[src/design/acs_defines.vh]
`ifndef ACS_DEFINES_VH
`define ACS_DEFINES_VH

// Reset value of the second converter control register.
`define ACS_CTL2_RST 8'h00
// Field positions inside the second converter control register.
`define ACS_ACQ_MSB 5
`define ACS_ACQ_LSB 3
`define ACS_CKS_MSB 2
`define ACS_CKS_LSB 0
// Acquisition code meaning manual acquisition.
`define ACS_ACQ_MANUAL 3'h0
// Bit conversion periods per 10-bit conversion.
`define ACS_CONV_TADS 5'h0B
// Divider terminal counts, one less than the bit period in oscillator periods.
`define ACS_DIV2_LAST 6'h01
`define ACS_DIV8_LAST 6'h07
`define ACS_DIV32_LAST 6'h1F
`define ACS_DIV4_LAST 6'h03
`define ACS_DIV16_LAST 6'h0F
`define ACS_DIV64_LAST 6'h3F
// Bit periods of programmed acquisition for codes 001 to 111.
`define ACS_ACQ1_TADS 5'h02
`define ACS_ACQ2_TADS 5'h04
`define ACS_ACQ3_TADS 5'h06
`define ACS_ACQ4_TADS 5'h08
`define ACS_ACQ5_TADS 5'h0C
`define ACS_ACQ6_TADS 5'h10
`define ACS_ACQ7_TADS 5'h14
// Oscillator period and typical RC bit conversion period, in ns.
`define ACS_OSC_PERIOD_NS 40
`define ACS_RC_TAD_NS 2500

`endif

[src/design/acs_sequencer.v]
// Summary of operation
// - Programmed acquisition then automatic conversion start.
// - Acquisition field bits 5:3, 2-20 periods.
// - Code 000 converts immediately on start.
// - Acquisition field resets to 000.
// - Completion clears start, sets done, resamples.
// - No flag marks end of acquisition.
// - Conversion lasts eleven bit periods; the first may be partial with code 000.
// - Divider codes give 2,8,32,4,16,64 oscillator periods.
// - Codes x11 use internal RC clock.
`timescale 1ns/1ns
`default_nettype none
`include "acs_defines.vh"

module acs_sequencer (
    input wire sys_clk,
    input wire nrst,
    input wire [7:0] convCtrlTwo,
    input wire startReq,
    input wire doneClr,
    input wire rcOscIn,
    output reg startFlag_ff,
    output reg doneFlag_ff,
    output reg sampling_ff,
    output reg converting_ff,
    output reg tadTick_ff
);

    // Sequencer states. Idle and acquisition leave the sample-hold tracking the input;
    // only conversion holds it.
    localparam ST_IDLE = 2'b00;
    localparam ST_ACQ = 2'b01;
    localparam ST_CONV = 2'b10;

    reg [7:0] ctl2_ff;
    reg [5:0] divCnt_ff;
    reg rcSync1_ff;
    reg rcSync2_ff;
    reg rcSync3_ff;
    reg [1:0] state_ff;
    reg [4:0] tadCnt_ff;
    reg [1:0] nxt_state;
    reg [4:0] nxt_tadCnt;
    reg [5:0] divLast;
    reg convDone;
    wire [2:0] acqSel;
    wire [2:0] cksSel;
    wire useRc;
    wire divTick;
    wire rcTick;
    wire tickNow;

    ////////////////////////////////////////////////////////////////////////////
    // Configuration capture.

    // The control byte is registered so its fields have a defined value after reset.
    // Software may rewrite the byte at any time; a clock change during a conversion
    // alters the bit period of the bits still to come.
    always @(posedge sys_clk) begin
        if (!nrst) begin
            ctl2_ff <= `ACS_CTL2_RST;
        end else begin
            ctl2_ff <= convCtrlTwo;
        end
    end

    assign acqSel = ctl2_ff[`ACS_ACQ_MSB:`ACS_ACQ_LSB];
    assign cksSel = ctl2_ff[`ACS_CKS_MSB:`ACS_CKS_LSB];
    assign useRc = (cksSel[1:0] == 2'b11);

    ////////////////////////////////////////////////////////////////////////////
    // Bit conversion clock.

    // Terminal count of the oscillator divider, one less than the period.
    // The oscillator frequency is not checked against the chosen divider; keeping
    // the bit period inside its analog limits is left to software.
    always @* begin
        case (cksSel)
            3'h0: divLast = `ACS_DIV2_LAST;
            3'h1: divLast = `ACS_DIV8_LAST;
            3'h2: divLast = `ACS_DIV32_LAST;
            3'h4: divLast = `ACS_DIV4_LAST;
            3'h5: divLast = `ACS_DIV16_LAST;
            3'h6: divLast = `ACS_DIV64_LAST;
            default: divLast = `ACS_DIV2_LAST;
        endcase
    end

    // A free running divider; the first period after a start may be partial.
    // Restarting it at each start would align that period, at the cost of a second
    // control path into the counter; the partial first period is accepted instead.
    always @(posedge sys_clk) begin
        if (!nrst) begin
            divCnt_ff <= 6'h00;
        end else if (divCnt_ff >= divLast) begin
            divCnt_ff <= 6'h00;
        end else begin
            divCnt_ff <= divCnt_ff + 6'h01;
        end
    end

    assign divTick = (divCnt_ff >= divLast);

    // The RC oscillator is asynchronous, so it is synchronised before edge detection.
    // The chain keeps running through reset, so the edge detector already holds the
    // level of the pin when reset ends and no false edge follows a reset.
    always @(posedge sys_clk) begin
        rcSync1_ff <= rcOscIn;
        rcSync2_ff <= rcSync1_ff;
        rcSync3_ff <= rcSync2_ff;
    end

    // Each rising RC edge is one bit period; RC must run well below sys_clk/2.
    // RC periods shorter than about two system clocks are lost, since each high and low
    // level must be caught by at least one synchroniser sample to be seen.
    assign rcTick = rcSync2_ff & ~rcSync3_ff;
    assign tickNow = useRc ? rcTick : divTick;

    ////////////////////////////////////////////////////////////////////////////
    // Acquisition and conversion sequencer.

    // Number of bit periods for a programmed acquisition code.
    // Code 000 never reaches here; the default only keeps the case complete.
    function [4:0] acqTads;
        input [2:0] code;
        begin
            case (code)
                3'h1: acqTads = `ACS_ACQ1_TADS;
                3'h2: acqTads = `ACS_ACQ2_TADS;
                3'h3: acqTads = `ACS_ACQ3_TADS;
                3'h4: acqTads = `ACS_ACQ4_TADS;
                3'h5: acqTads = `ACS_ACQ5_TADS;
                3'h6: acqTads = `ACS_ACQ6_TADS;
                3'h7: acqTads = `ACS_ACQ7_TADS;
                default: acqTads = `ACS_ACQ1_TADS;
            endcase
        end
    endfunction

    // Next state; a start while busy is ignored because the flag is already set.
    // Completion returns to idle, where a start is honoured on the next edge, so a
    // start held high through completion begins a fresh conversion.
    always @* begin
        nxt_state = state_ff;
        nxt_tadCnt = tadCnt_ff;
        convDone = 1'b0;
        case (state_ff)
            ST_IDLE: begin
                if (startReq) begin
                    if (acqSel == `ACS_ACQ_MANUAL) begin
                        nxt_state = ST_CONV;
                        nxt_tadCnt = `ACS_CONV_TADS;
                    end else begin
                        nxt_state = ST_ACQ;
                        nxt_tadCnt = acqTads(acqSel);
                    end
                end
            end
            ST_ACQ: begin
                // Only sampling_ff and converting_ff change here, so no flag marks acquisition end.
                if (tickNow) begin
                    if (tadCnt_ff == 5'h01) begin
                        nxt_state = ST_CONV;
                        nxt_tadCnt = `ACS_CONV_TADS;
                    end else begin
                        nxt_tadCnt = tadCnt_ff - 5'h01;
                    end
                end
            end
            ST_CONV: begin
                if (tickNow) begin
                    if (tadCnt_ff == 5'h01) begin
                        nxt_state = ST_IDLE;
                        nxt_tadCnt = 5'h00;
                        convDone = 1'b1;
                    end else begin
                        nxt_tadCnt = tadCnt_ff - 5'h01;
                    end
                end
            end
            default: begin
                nxt_state = ST_IDLE;
                nxt_tadCnt = 5'h00;
            end
        endcase
    end

    ////////////////////////////////////////////////////////////////////////////
    // Registers.

    // Sequencer registers and status outputs.
    // The start, sampling and converting ports come straight from flip-flops and follow
    // the next state, so they change on the same edge as the state register.
    always @(posedge sys_clk) begin
        if (!nrst) begin
            state_ff <= ST_IDLE;
            tadCnt_ff <= 5'h00;
            startFlag_ff <= 1'b0;
            doneFlag_ff <= 1'b0;
            sampling_ff <= 1'b1;
            converting_ff <= 1'b0;
            tadTick_ff <= 1'b0;
        end else begin
            state_ff <= nxt_state;
            tadCnt_ff <= nxt_tadCnt;
            tadTick_ff <= tickNow;
            // Start flag stays set through acquisition and conversion.
            startFlag_ff <= (nxt_state != ST_IDLE);
            // Completion wins over a clear in the same cycle.
            if (convDone) begin
                doneFlag_ff <= 1'b1;
            end else if (doneClr) begin
                doneFlag_ff <= 1'b0;
            end
            sampling_ff <= (nxt_state != ST_CONV);
            converting_ff <= (nxt_state == ST_CONV);
        end
    end

endmodule

`default_nettype wire

[config.mk]
export PLATFORM = sky130hd
export DESIGN_NAME = acs_sequencer
export DESIGN_NICKNAME = d
export VERILOG_FILES = /design/src/design/acs_sequencer.v
export VERILOG_INCLUDE_DIRS = /design/src /design/src/design
export SDC_FILE = /design/constraint.sdc
export NUM_CORES = 1
export LEC_CHECK = 0
export BUFFER_PORTS_ARGS = -buffer_cell sky130_fd_sc_hd__buf_4
export CAP_MARGIN = 5
export CELL_PAD_IN_SITES_DETAIL_PLACEMENT = 0
export CELL_PAD_IN_SITES_GLOBAL_PLACEMENT = 2
export CORE_MARGIN = 1
export CORE_UTILIZATION = 30
export CTS_CLUSTER_SIZE = 20
export DETAILED_ROUTE_END_ITERATION = 7
export PLACE_DENSITY = 0.67
export SLEW_MARGIN = 10
export SYNTH_ARGS = -nofsm -noshare
export SYNTH_HDL_FRONTEND = slang
export SYNTH_SLANG_ARGS = --single-unit
[constraint.sdc]
create_clock -name sys_clk -period 3.9 [get_ports sys_clk]
set_input_delay 0.195 -clock sys_clk [delete_from_list [all_inputs] [get_ports sys_clk]]
set_output_delay 0.195 -clock sys_clk [all_outputs]
set_load 0.02 [all_outputs]
; ---- Word-level counts from Yosys, hierarchy flattened
; Index checks and enable logic that the tools add are counted.
[word_totals]
reg_bits = 27
elab_cells = 66
[classes]
n_addsub = 2
order_cmp = 1
eq_ne = 20
mux = 22
bitwise_logic = 3
reduce_logical = 6
[ops]
columns = cell, count
row1 = 5-bit two-way mux, 6
row2 = 5-bit one-hot mux with 6 select lines, 1
row3 = 6-bit one-hot mux with 5 select lines, 1
row4 = 3-bit == test (second input constant), 7
row5 = 5-bit one-hot mux with 3 select lines, 1
row6 = 2-bit two-way mux, 6
row7 = 3-bit by 2-bit == test with 1-bit output (second input constant), 3
row8 = 2-bit inequality test (second input constant), 4
row9 = 6-bit by 1-bit adder with 6-bit output (second input constant), 1
row10 = 2-bit == test (second input constant), 3
row11 = 6-bit greater-or-equal comparator, 1
row12 = 1-bit two-way mux, 6
row13 = 2-bit one-hot mux with 3 select lines, 1
row14 = 5-bit by 1-bit == test with 1-bit output (second input constant), 1
row15 = 5-bit by 1-bit subtractor with 5-bit output (second input constant), 1
row16 = 2-bit nonzero test, 2
row17 = 3-bit by 1-bit == test with 1-bit output (second input constant), 1
row18 = 3-bit logical NOT, 1
row19 = 3-bit AND reduction, 1
row20 = 2-bit by 1-bit == test with 1-bit output (second input constant), 1
row21 = 2-bit logical NOT, 1
row22 = 1-bit inverter, 2
row23 = 2-bit OR reduction, 1
row24 = 1-bit AND, 1

; ---- Depth between registers and ports, before layout
; Gate-level depths: netlist of the first run.
[depth]
word_depth = 7
mapped_depth = 10
ltp_nobuf = 10

; ---- Worst setup path after synthesis of the first run
; OpenSTA, ideal clock, no wires.
[synth_timing]
kind = register to register
start = reg ctl2_ff[1]
end = reg converting_ff
setup_ps = 118
arrival_ps = 2224
required_time_ps = 3782
setup_slack_ps = 1559
stages_incl_launch_ff = 11
n_path_buf = 0
path_cell_list = dfxtp_1 > inv_1 > ha_1 > mux2i_1 > a221o_1 > ha_1 > a21oi_1 > o21ai_1 > o211ai_1 > nand2_1 > o2111a_1
[synth_between]
elab_chain_cells = 7
word_cells_on_any_way = 13
[synth_lines]
columns = element, line_no
row1 = start: declaration, acs_sequencer.v:35  ; reg [7:0] ctl2_ff;
row2 = start signal: assignment, acs_sequencer.v:61  ; ctl2_ff <= `ACS_CTL2_RST;
row3 = start signal: assignment, acs_sequencer.v:63  ; ctl2_ff <= convCtrlTwo;
row4 = "3-bit == test, or another cell as far along", acs_sequencer.v:78  ; case (cksSel)
row5 = 6-bit one-hot mux with 5 select lines, acs_sequencer.v:78
row6 = 6-bit greater-or-equal comparator, acs_sequencer.v:102  ; assign divTick = (divCnt_ff >= divLast);
row7 = 1-bit two-way mux (*), acs_sequencer.v:117  ; assign tickNow = useRc ? rcTick : divTick;
row8 = "2-bit two-way mux, on equally long branches", "acs_sequencer.v:171, acs_sequencer.v:161"
row9 = 2-bit one-hot mux with 3 select lines (*), acs_sequencer.v:147  ; case (state_ff)
row10 = 2-bit == test (*), acs_sequencer.v:216  ; converting_ff <= (nxt_state == ST_CONV);
row11 = end signal: assignment, acs_sequencer.v:216
row12 = end: declaration, acs_sequencer.v:25  ; output reg converting_ff,
; Mark *: on every way between the ends. The rest lies on a longest branch, timed or not.
; A chain may end at the register's enable or synchronous reset.

; ---- Worst setup path after layout of the first run
[layout_timing]
start = reg ctl2_ff[1]
end = reg state_ff[1]
[layout_between]
elab_chain_cells = 6
word_cells_on_any_way = 12
[layout_lines]
columns = element, line_no
row1 = "3-bit == test, or another cell as far along", acs_sequencer.v:78
row2 = 6-bit one-hot mux with 5 select lines, acs_sequencer.v:78
row3 = 6-bit greater-or-equal comparator, acs_sequencer.v:102
row4 = 1-bit two-way mux (*), acs_sequencer.v:117
row5 = "2-bit two-way mux, on equally long branches", "acs_sequencer.v:171, acs_sequencer.v:161"
row6 = 2-bit one-hot mux with 3 select lines (*), acs_sequencer.v:147
row7 = end signal: assignment, acs_sequencer.v:204  ; state_ff <= nxt_state;
row8 = end: declaration, acs_sequencer.v:40  ; reg [1:0] state_ff;
; Marks and branches as above.

==> flow_summary.json, run 1 <==
{
  "status": "finished clean",
  "powerDensity_nw_per_um2": 443,
  "first_iter_violations": 39,
  "power.leakage_nw": 0.714,
  "clkTransAtPathRegs_ns": 0.10,
  "insertedDiodeCount": 0,
  "io_pins": 18,
  "synthTopCellsByArea": "dfxtp_1 38%, ha_1 10%, mux2i_1 4.9%, a21oi_1 3.1%, nand2_1 3.1%",
  "grt-ovfl-total": 0,
  "fill_cells": 474,
  "syn2layout_area_growth_pct": 14.6,
  "start_util_pct": 32.2,
  "period_share_pct": 69.2,
  "crit_path_frequent_cell": "ha_1",
  "synth_ff_type": "dfxtp_1",
  "switching_share_pct": 33.2,
  "maxCapViolCount": 0,
  "fin_area_um2": 1650,
  "core_area_um2": 4470,
  "grt_pass1_wl_um": 4820,
  "ir_drop_uv": 163,
  "path_max_fanout": 6,
  "synth_cell_types": 45,
  "viasPerCell": 4.96,
  "crit_path_start_kind": "flip-flop",
  "cts-root-buf": "clkbuf_8",
  "fin_cells": 224,
  "cts_setup_buffers": 0,
  "min_path_type": "input pin to flip-flop",
  "rsz0062_at_grt": "false",
  "dp_slack_ns": 1.21,
  "p_clk_share_pct": 23.0,
  "cp-end-kind": "flip-flop",
  "dr.pass1.iters": 4,
  "vias": 1111,
  "setup_slack_ns": 1.20,
  "worst_pin_slew_ns": 0.519,
  "post_cts_resized": 0,
  "synth_seq_cells": 27,
  "insertion_delay_ns": 0.27,
  "synth_commonest_cells": "27 x dfxtp_1, 12 x ha_1, 12 x nand2_1, 12 x nor2_1",
  "crit_slowest_cell": "o211ai_1",
  "syn_area_um2": 1440,
  "maxSlewHeadroom_pct": 65.3,
  "htreeDepth": 1,
  "cell_internal_pwr_mw": 0.487,
  "synth_top_area_share_pct": 37.6,
  "switching_power_mw": 0.242,
  "grt_max_degree": 22,
  "cts.sinks": 27,
  "drt-total-wl_um": 2820,
  "final_max_slew_viol_count": 0,
  "cp_data_arrival_time_ns": 2.88,
  "row_count": 24,
  "syn-num-nets": 182,
  "yosysTopAreaCell": "dfxtp_1",
  "grtUsageTotal_pct": 12.0,
  "drc": 0,
  "clk_path_buf_depth": 2,
  "synth_most_common_cell": "dfxtp_1",
  "crit_path_max_incr_delay_ns": 0.50,
  "crit_chain": "inv_1 -> ha_1 -> mux2i_1 -> a221o_1 -> ha_1 -> a21oi_1 -> o21ai_1 -> o211ai_1 -> nand2_1 -> o2111a_1",
  "power.share.sequential_pct": 47.8,
  "required_ns": 4.08,
  "placed_area_um2": 1590,
  "synth_cells": 157,
  "drtAntennaViolNets": 0,
  "fin_crit_ns": 2.70,
  "avgSynthCellArea_um2": 9.16,
  "cts_hold_buffers": 0,
  "grt_pass1_vias": 1051,
  "dp_cells": 219,
  "synth_edf_count": 0,
  "path_class": "flip-flop to flip-flop",
  "fin_nets": 198,
  "antenna_found_initial": 0,
  "die_x_um": 71.3,
  "die_y_um": 71.3,
  "ys_seq_area_share_pct": 37.6,
  "gp_congestion": 0.765,
  "cts_buffers": 3,
  "yosys_warnings": 0,
  "fin_skew_ns": 0.00432,
  "cts_tree": "yes",
  "portBuffers": 15,
  "combinationalPowerShare_pct": 29.2,
  "layout-drive-gt1-share_pct": 14.0,
  "wl_per_cell_um": 12.6,
  "max_freq_mhz": 371,
  "setup_tns_ns": 0,
  "dp_hpwl_um": 2190,
  "hold_violations": 0,
  "die_area_um2": 5080,
  "setup_viol": 0,
  "async_flop_share_pct": 0
}
[power groups by stage]
stage / Sequential, mW / Combinational [mW] / Clock, mW
after floorplan: 0.341 / 0.178 / 0
after global placement: 0.355 / 0.211 / 0
after detailed placement: 0.355 / 0.213 / 0
after CTS: 0.349 / 0.214 / 0.174
after global routing: 0.356 / 0.239 / 0.186
final: 0.349 / 0.213 / 0.168
[state kept, by name, indices dropped and copies added, names as in the netlist, 2 cells and up]
name	cells
divCnt_ff	6
tadCnt_ff	5
ctl2_ff	6
state_ff	2
[layout make-up]
cell class | count | area [um^2] | share of cell area [%]
Clock buffer | 3 | 41.3 | 2.50
Clock inverter | 1 | 8.76 | 0.531
Inverter | 9 | 33.8 | 2.05
Multi-Input combinational cell | 116 | 837 | 50.8
Sequential cell | 27 | 541 | 32.8
Tap cell | 52 | 65.1 | 3.95
Timing Repair Buffer | 16 | 123 | 7.44
[stage by stage]
stage / hold slack (ns) / utilization [%] / total power [mW]
3_3_place_gp: 0.301 / 35.5 / 0.566
4_1_cts: 0.00391 / 36.6 / 0.737
5_1_grt: 0.102 / 36.9 / 0.781
3_5_place_dp: 0.301 / 35.5 / 0.568
6_report: 0.118 / 36.9 / 0.730
2_1_floorplan: 0.223 / - / 0.519
[worst max-delay path, delay by kind of cell, from the launching register on]
family                     cells  cell delay, ns
AOI/OAI and AO/OA              5            1.36
adders and majority gates      2            0.49
buffers and inverters          1            0.10
DFF                            1            0.37
muxes                          1            0.08
and+or+nand+nor                1            0.20
[cell families (layout without fill, tap and decap cells)]
group | Yosys count | in the layout | share of synthesized area [%]
simple gates | 55 | 55 | 20.3
compound gates | 36 | 36 | 18.9
flops | 27 | 27 | 37.6
buf+inv | 14 | 29 | 4.26
fa+ha+maj | 12 | 12 | 10.4
mux | 7 | 7 | 4.87
xor+xnor | 6 | 6 | 3.65
[routing by layer]
layer,track usage (%),vias to the layer above,share of wire (%)
li1,-,585,-
met2,18.4,18,45
met1,16.7,506,51
met4,3.11,0,0.89
met5,0,-,0
met3,3.09,2,3.4
[path summary, 6_finish.rpt]
kind	start	cells after the start	to	slack (ns)
max	ctl2_ff[1]	10	state_ff[1]	1.20
min	convCtrlTwo[4]	2	ctl2_ff[4]	0.12
max reg2reg	ctl2_ff[1]	10	state_ff[1]	1.20
min reg2reg	rcSync1_ff	0	rcSync2_ff	0.34
[layout by cell type (no fill, tap or decap), types with 2 or more instances in the layout]
master / synthesis / routed
dfxtp_1: 27 / 27
buf_4: 0 / 15
nand2_1: 12 / 12
nor2_1: 12 / 12
ha_1: 12 / 12
inv_1: 9 / 9
a21oi_1: 9 / 9
mux2i_1: 7 / 7
and2_1: 6 / 6
o21ai_0: 5 / 5
nor2b_1: 5 / 5
nand3_1: 4 / 4
xor2_1: 3 / 3
nor3b_1: 3 / 3
nand2b_1: 3 / 3
xnor2_1: 3 / 3
clkbuf_8: 0 / 3
and3_1: 2 / 2
nor3_1: 2 / 2
o2111a_1: 2 / 2
o211a_1: 2 / 2
o22ai_1: 2 / 2
Power figures use the tool's default switching activity.
==> run 2, diff against run 1 <==
Settings changed: ABC_AREA from default to 1, PLACE_DENSITY 0.67 to 0.72.
Clock period 3.9 ns to 2.5 ns, I/O delays scaled along.
==> flow_summary.json, run 2 <==
{
  "grt_pass1_wl_um": 5210,
  "setup_viol": 0,
  "cts_buffers": 3,
  "insertion_delay_ns": 0.27,
  "cts.sinks": 27,
  "crit_path_start_kind": "flip-flop",
  "path_max_fanout": 6,
  "final_common_cell": "nand2_1",
  "fin_crit_ns": 2.25,
  "dp_slack_ns": 0.202,
  "gp_congestion": 0.715,
  "first_iter_violations": 53,
  "die_x_um": 71.3,
  "synth_seq_cells": 27,
  "portBuffers": 15,
  "drt-total-wl_um": 2800,
  "dp_hpwl_um": 2220,
  "synth_cell_types": 24,
  "cts-root-buf": "clkbuf_8",
  "synth_cells": 198,
  "r2r_slack_ns": 0.25,
  "utilization_pct": 37.9,
  "worst_pin_slew_ns": 0.277,
  "required_ns": 2.66,
  "setup_tns_ns": 0,
  "power.share.sequential_pct": 46.5,
  "rsz0062_at_grt": "false",
  "combinationalPowerShare_pct": 30.5,
  "start_util_pct": 32.2,
  "max_freq_mhz": 444,
  "core_area_um2": 4470,
  "viasPerCell": 4.44,
  "dr.pass1.iters": 6,
  "fin_cells": 270,
  "switching_power_mw": 0.363,
  "cp_data_arrival_time_ns": 2.41,
  "p_clk_share_pct": 23.0,
  "powerDensity_nw_per_um2": 641,
  "hold_violations": 0,
  "wl_per_cell_um": 10.4,
  "die_area_um2": 5090,
  "power.leakage_nw": 0.880,
  "r2r_cells": 17,
  "maxCapViolCount": 0,
  "grtUsageTotal_pct": 12.8,
  "grt_max_degree": 15,
  "synth_edf_count": 0,
  "min_path_type": "input pin to flip-flop",
  "cp-end-kind": "flip-flop",
  "r2r-start": "ctl2_ff[1]",
  "syn2layout_area_growth_pct": 17.5,
  "fin_nets": 244,
  "period_share_pct": 90.2,
  "synth_commonest_cells": "48 x nand2_1, 34 x inv_1, 27 x dfxtp_1",
  "synthTopCellsByArea": "dfxtp_1 37%, nand2_1 12%, ha_1 10%, inv_1 8.8%, nor2_1 4.9%",
  "holdWs_ns": 0.0262,
  "ir_drop_uv": 267,
  "syn-num-nets": 223,
  "vias": 1200,
  "avgSynthCellArea_um2": 7.29,
  "reg.largest.list": "ctl2_ff (6), divCnt_ff (6), tadCnt_ff (5)",
  "violations": "DRC",
  "yosys_warnings": 0,
  "ys_seq_area_share_pct": 37.5,
  "die_y_um": 71.3,
  "switching_share_pct": 33.4,
  "status": "finished with violations",
  "path_class": "flip-flop to flip-flop",
  "synth_top_area_share_pct": 37.5,
  "hp-start": "convCtrlTwo[3]",
  "placed_area_um2": 1600,
  "cts_tree": "yes",
  "fin_area_um2": 1700,
  "fill_cells": 482,
  "grt-ovfl-total": 0,
  "clk_path_buf_depth": 2,
  "drtAntennaViolNets": 0,
  "io_pins": 18,
  "maxSlewHeadroom_pct": 81.5,
  "layout-drive-gt1-share_pct": 18.8,
  "async_flop_share_pct": 0,
  "fin_skew_ns": 0.00833,
  "synth_most_common_cell": "nand2_1",
  "clkTransAtPathRegs_ns": 0.10,
  "setup_slack_ns": 0.246,
  "grt_pass1_vias": 1232,
  "synth_ff_type": "dfxtp_1",
  "htreeDepth": 1,
  "holdPathEnd": "ctl2_ff[3]",
  "final_cell_mix": "47 x nand2_1, 34 x inv_1, 26 x dfxtp_1, 19 x nor2_1, 17 x buf_4",
  "yosysTopAreaCell": "dfxtp_1",
  "total_power_mw": 1.09,
  "cell_internal_pwr_mw": 0.724,
  "syn_area_um2": 1440,
  "drc": 1,
  "dp_cells": 263,
  "antenna_found_initial": 0,
  "final_max_slew_viol_count": 0,
  "min_path_cells": 3,
  "row_count": 24,
  "reg2reg_to": "tadCnt_ff[1]",
  "insertedDiodeCount": 0
}
[run 2: changes by cell type in the layout (fill, tap and decap cells not counted), sizes merged, moves of 3 or more]
cell,before,now
or2,1,4
nand4,1,5
nand3,4,14
nor2b,5,0
o21ai,6,2
mux2i,7,0
and2,6,0
a21oi,9,12
nand2b,3,0
inv,10,36
nor2,12,20
nand2,12,56
[run 2: cell families (layout without fill, tap and decap cells)]
group	Yosys count	after routing	share of synthesized area (%)
AND/OR/NAND/NOR	103	103	34.4
buffers and inverters	38	58	10.5
flip-flops	27	27	37.5
AO/OA/AOI/OAI	15	15	5.38
adder cells (fa/ha/maj)	12	12	10.4
XOR/XNOR	3	3	1.82
[run 2: per-layer routing]
layer | global-route usage, % | up-vias | share of wire, %
li1 | - | 653 | -
met1 | 16.5 | 527 | 51
met2 | 21.5 | 18 | 44
met3 | 2.39 | 2 | 3.6
met4 | 4.44 | 0 | 0.64
met5 | 0 | - | 0
[run 2: worst max-delay path, stage by stage, from the launching register on]
cell	delay [ns]
dfxtp_4	0.36
inv_1	0.08
ha_2	0.17
nor2_1	0.05
a21oi_2	0.11
a21oi_2	0.05
or2_2	0.28
ha_1	0.29
nand2_1	0.07
nand2_1	0.06
nand2_2	0.07
nand3_1	0.08
nand2_2	0.11
nand3_4	0.11
nand2_4	0.11
nand2_1	0.05
nand2_1	0.05
nor2_1	0.04
[run 2: layout make-up]
cell class | count | area (um^2) | share of cell area, %
sequential | 27 | 544 | 32.1
inverter | 36 | 135 | 7.97
timing repair buffer | 18 | 138 | 8.12
tap | 52 | 65.1 | 3.84
multi-input combinational | 133 | 768 | 45.3
clock buffer | 4 | 45.0 | 2.66
[run 2: how the worst max path moves through the flow]
stage | from | end | slack (ns) | cells past startpoint
2_1_floorplan | ctl2_ff[1] | tadCnt_ff[1] | 0.42 | 17
3_5_place_dp | ctl2_ff[1] | tadCnt_ff[0] | 0.20 | 17
6_report | ctl2_ff[1] | tadCnt_ff[1] | 0.25 | 17
5_1_grt | ctl2_ff[1] | tadCnt_ff[1] | 0.02 | 17
4_1_cts | ctl2_ff[1] | tadCnt_ff[0] | 0.18 | 17
3_3_place_gp | ctl2_ff[1] | tadCnt_ff[1] | 0.24 | 17
[run 2: power groups by stage]
stage	combinational (mW)	sequential, mW	clock [mW]
after floorplan	0.246	0.519	0
after global placement	0.322	0.515	0
after detailed placement	0.325	0.517	0
after CTS	0.329	0.507	0.263
after global routing	0.391	0.513	0.283
final	0.331	0.506	0.251
[run 2: repair_timing]
action                                  CTS  global route
gates resized for setup                   0             7
hold endpoints to repair                  1             0
hold buffers                              1             0
buffers inserted                          0             2
endpoints found under the setup margin    0            11
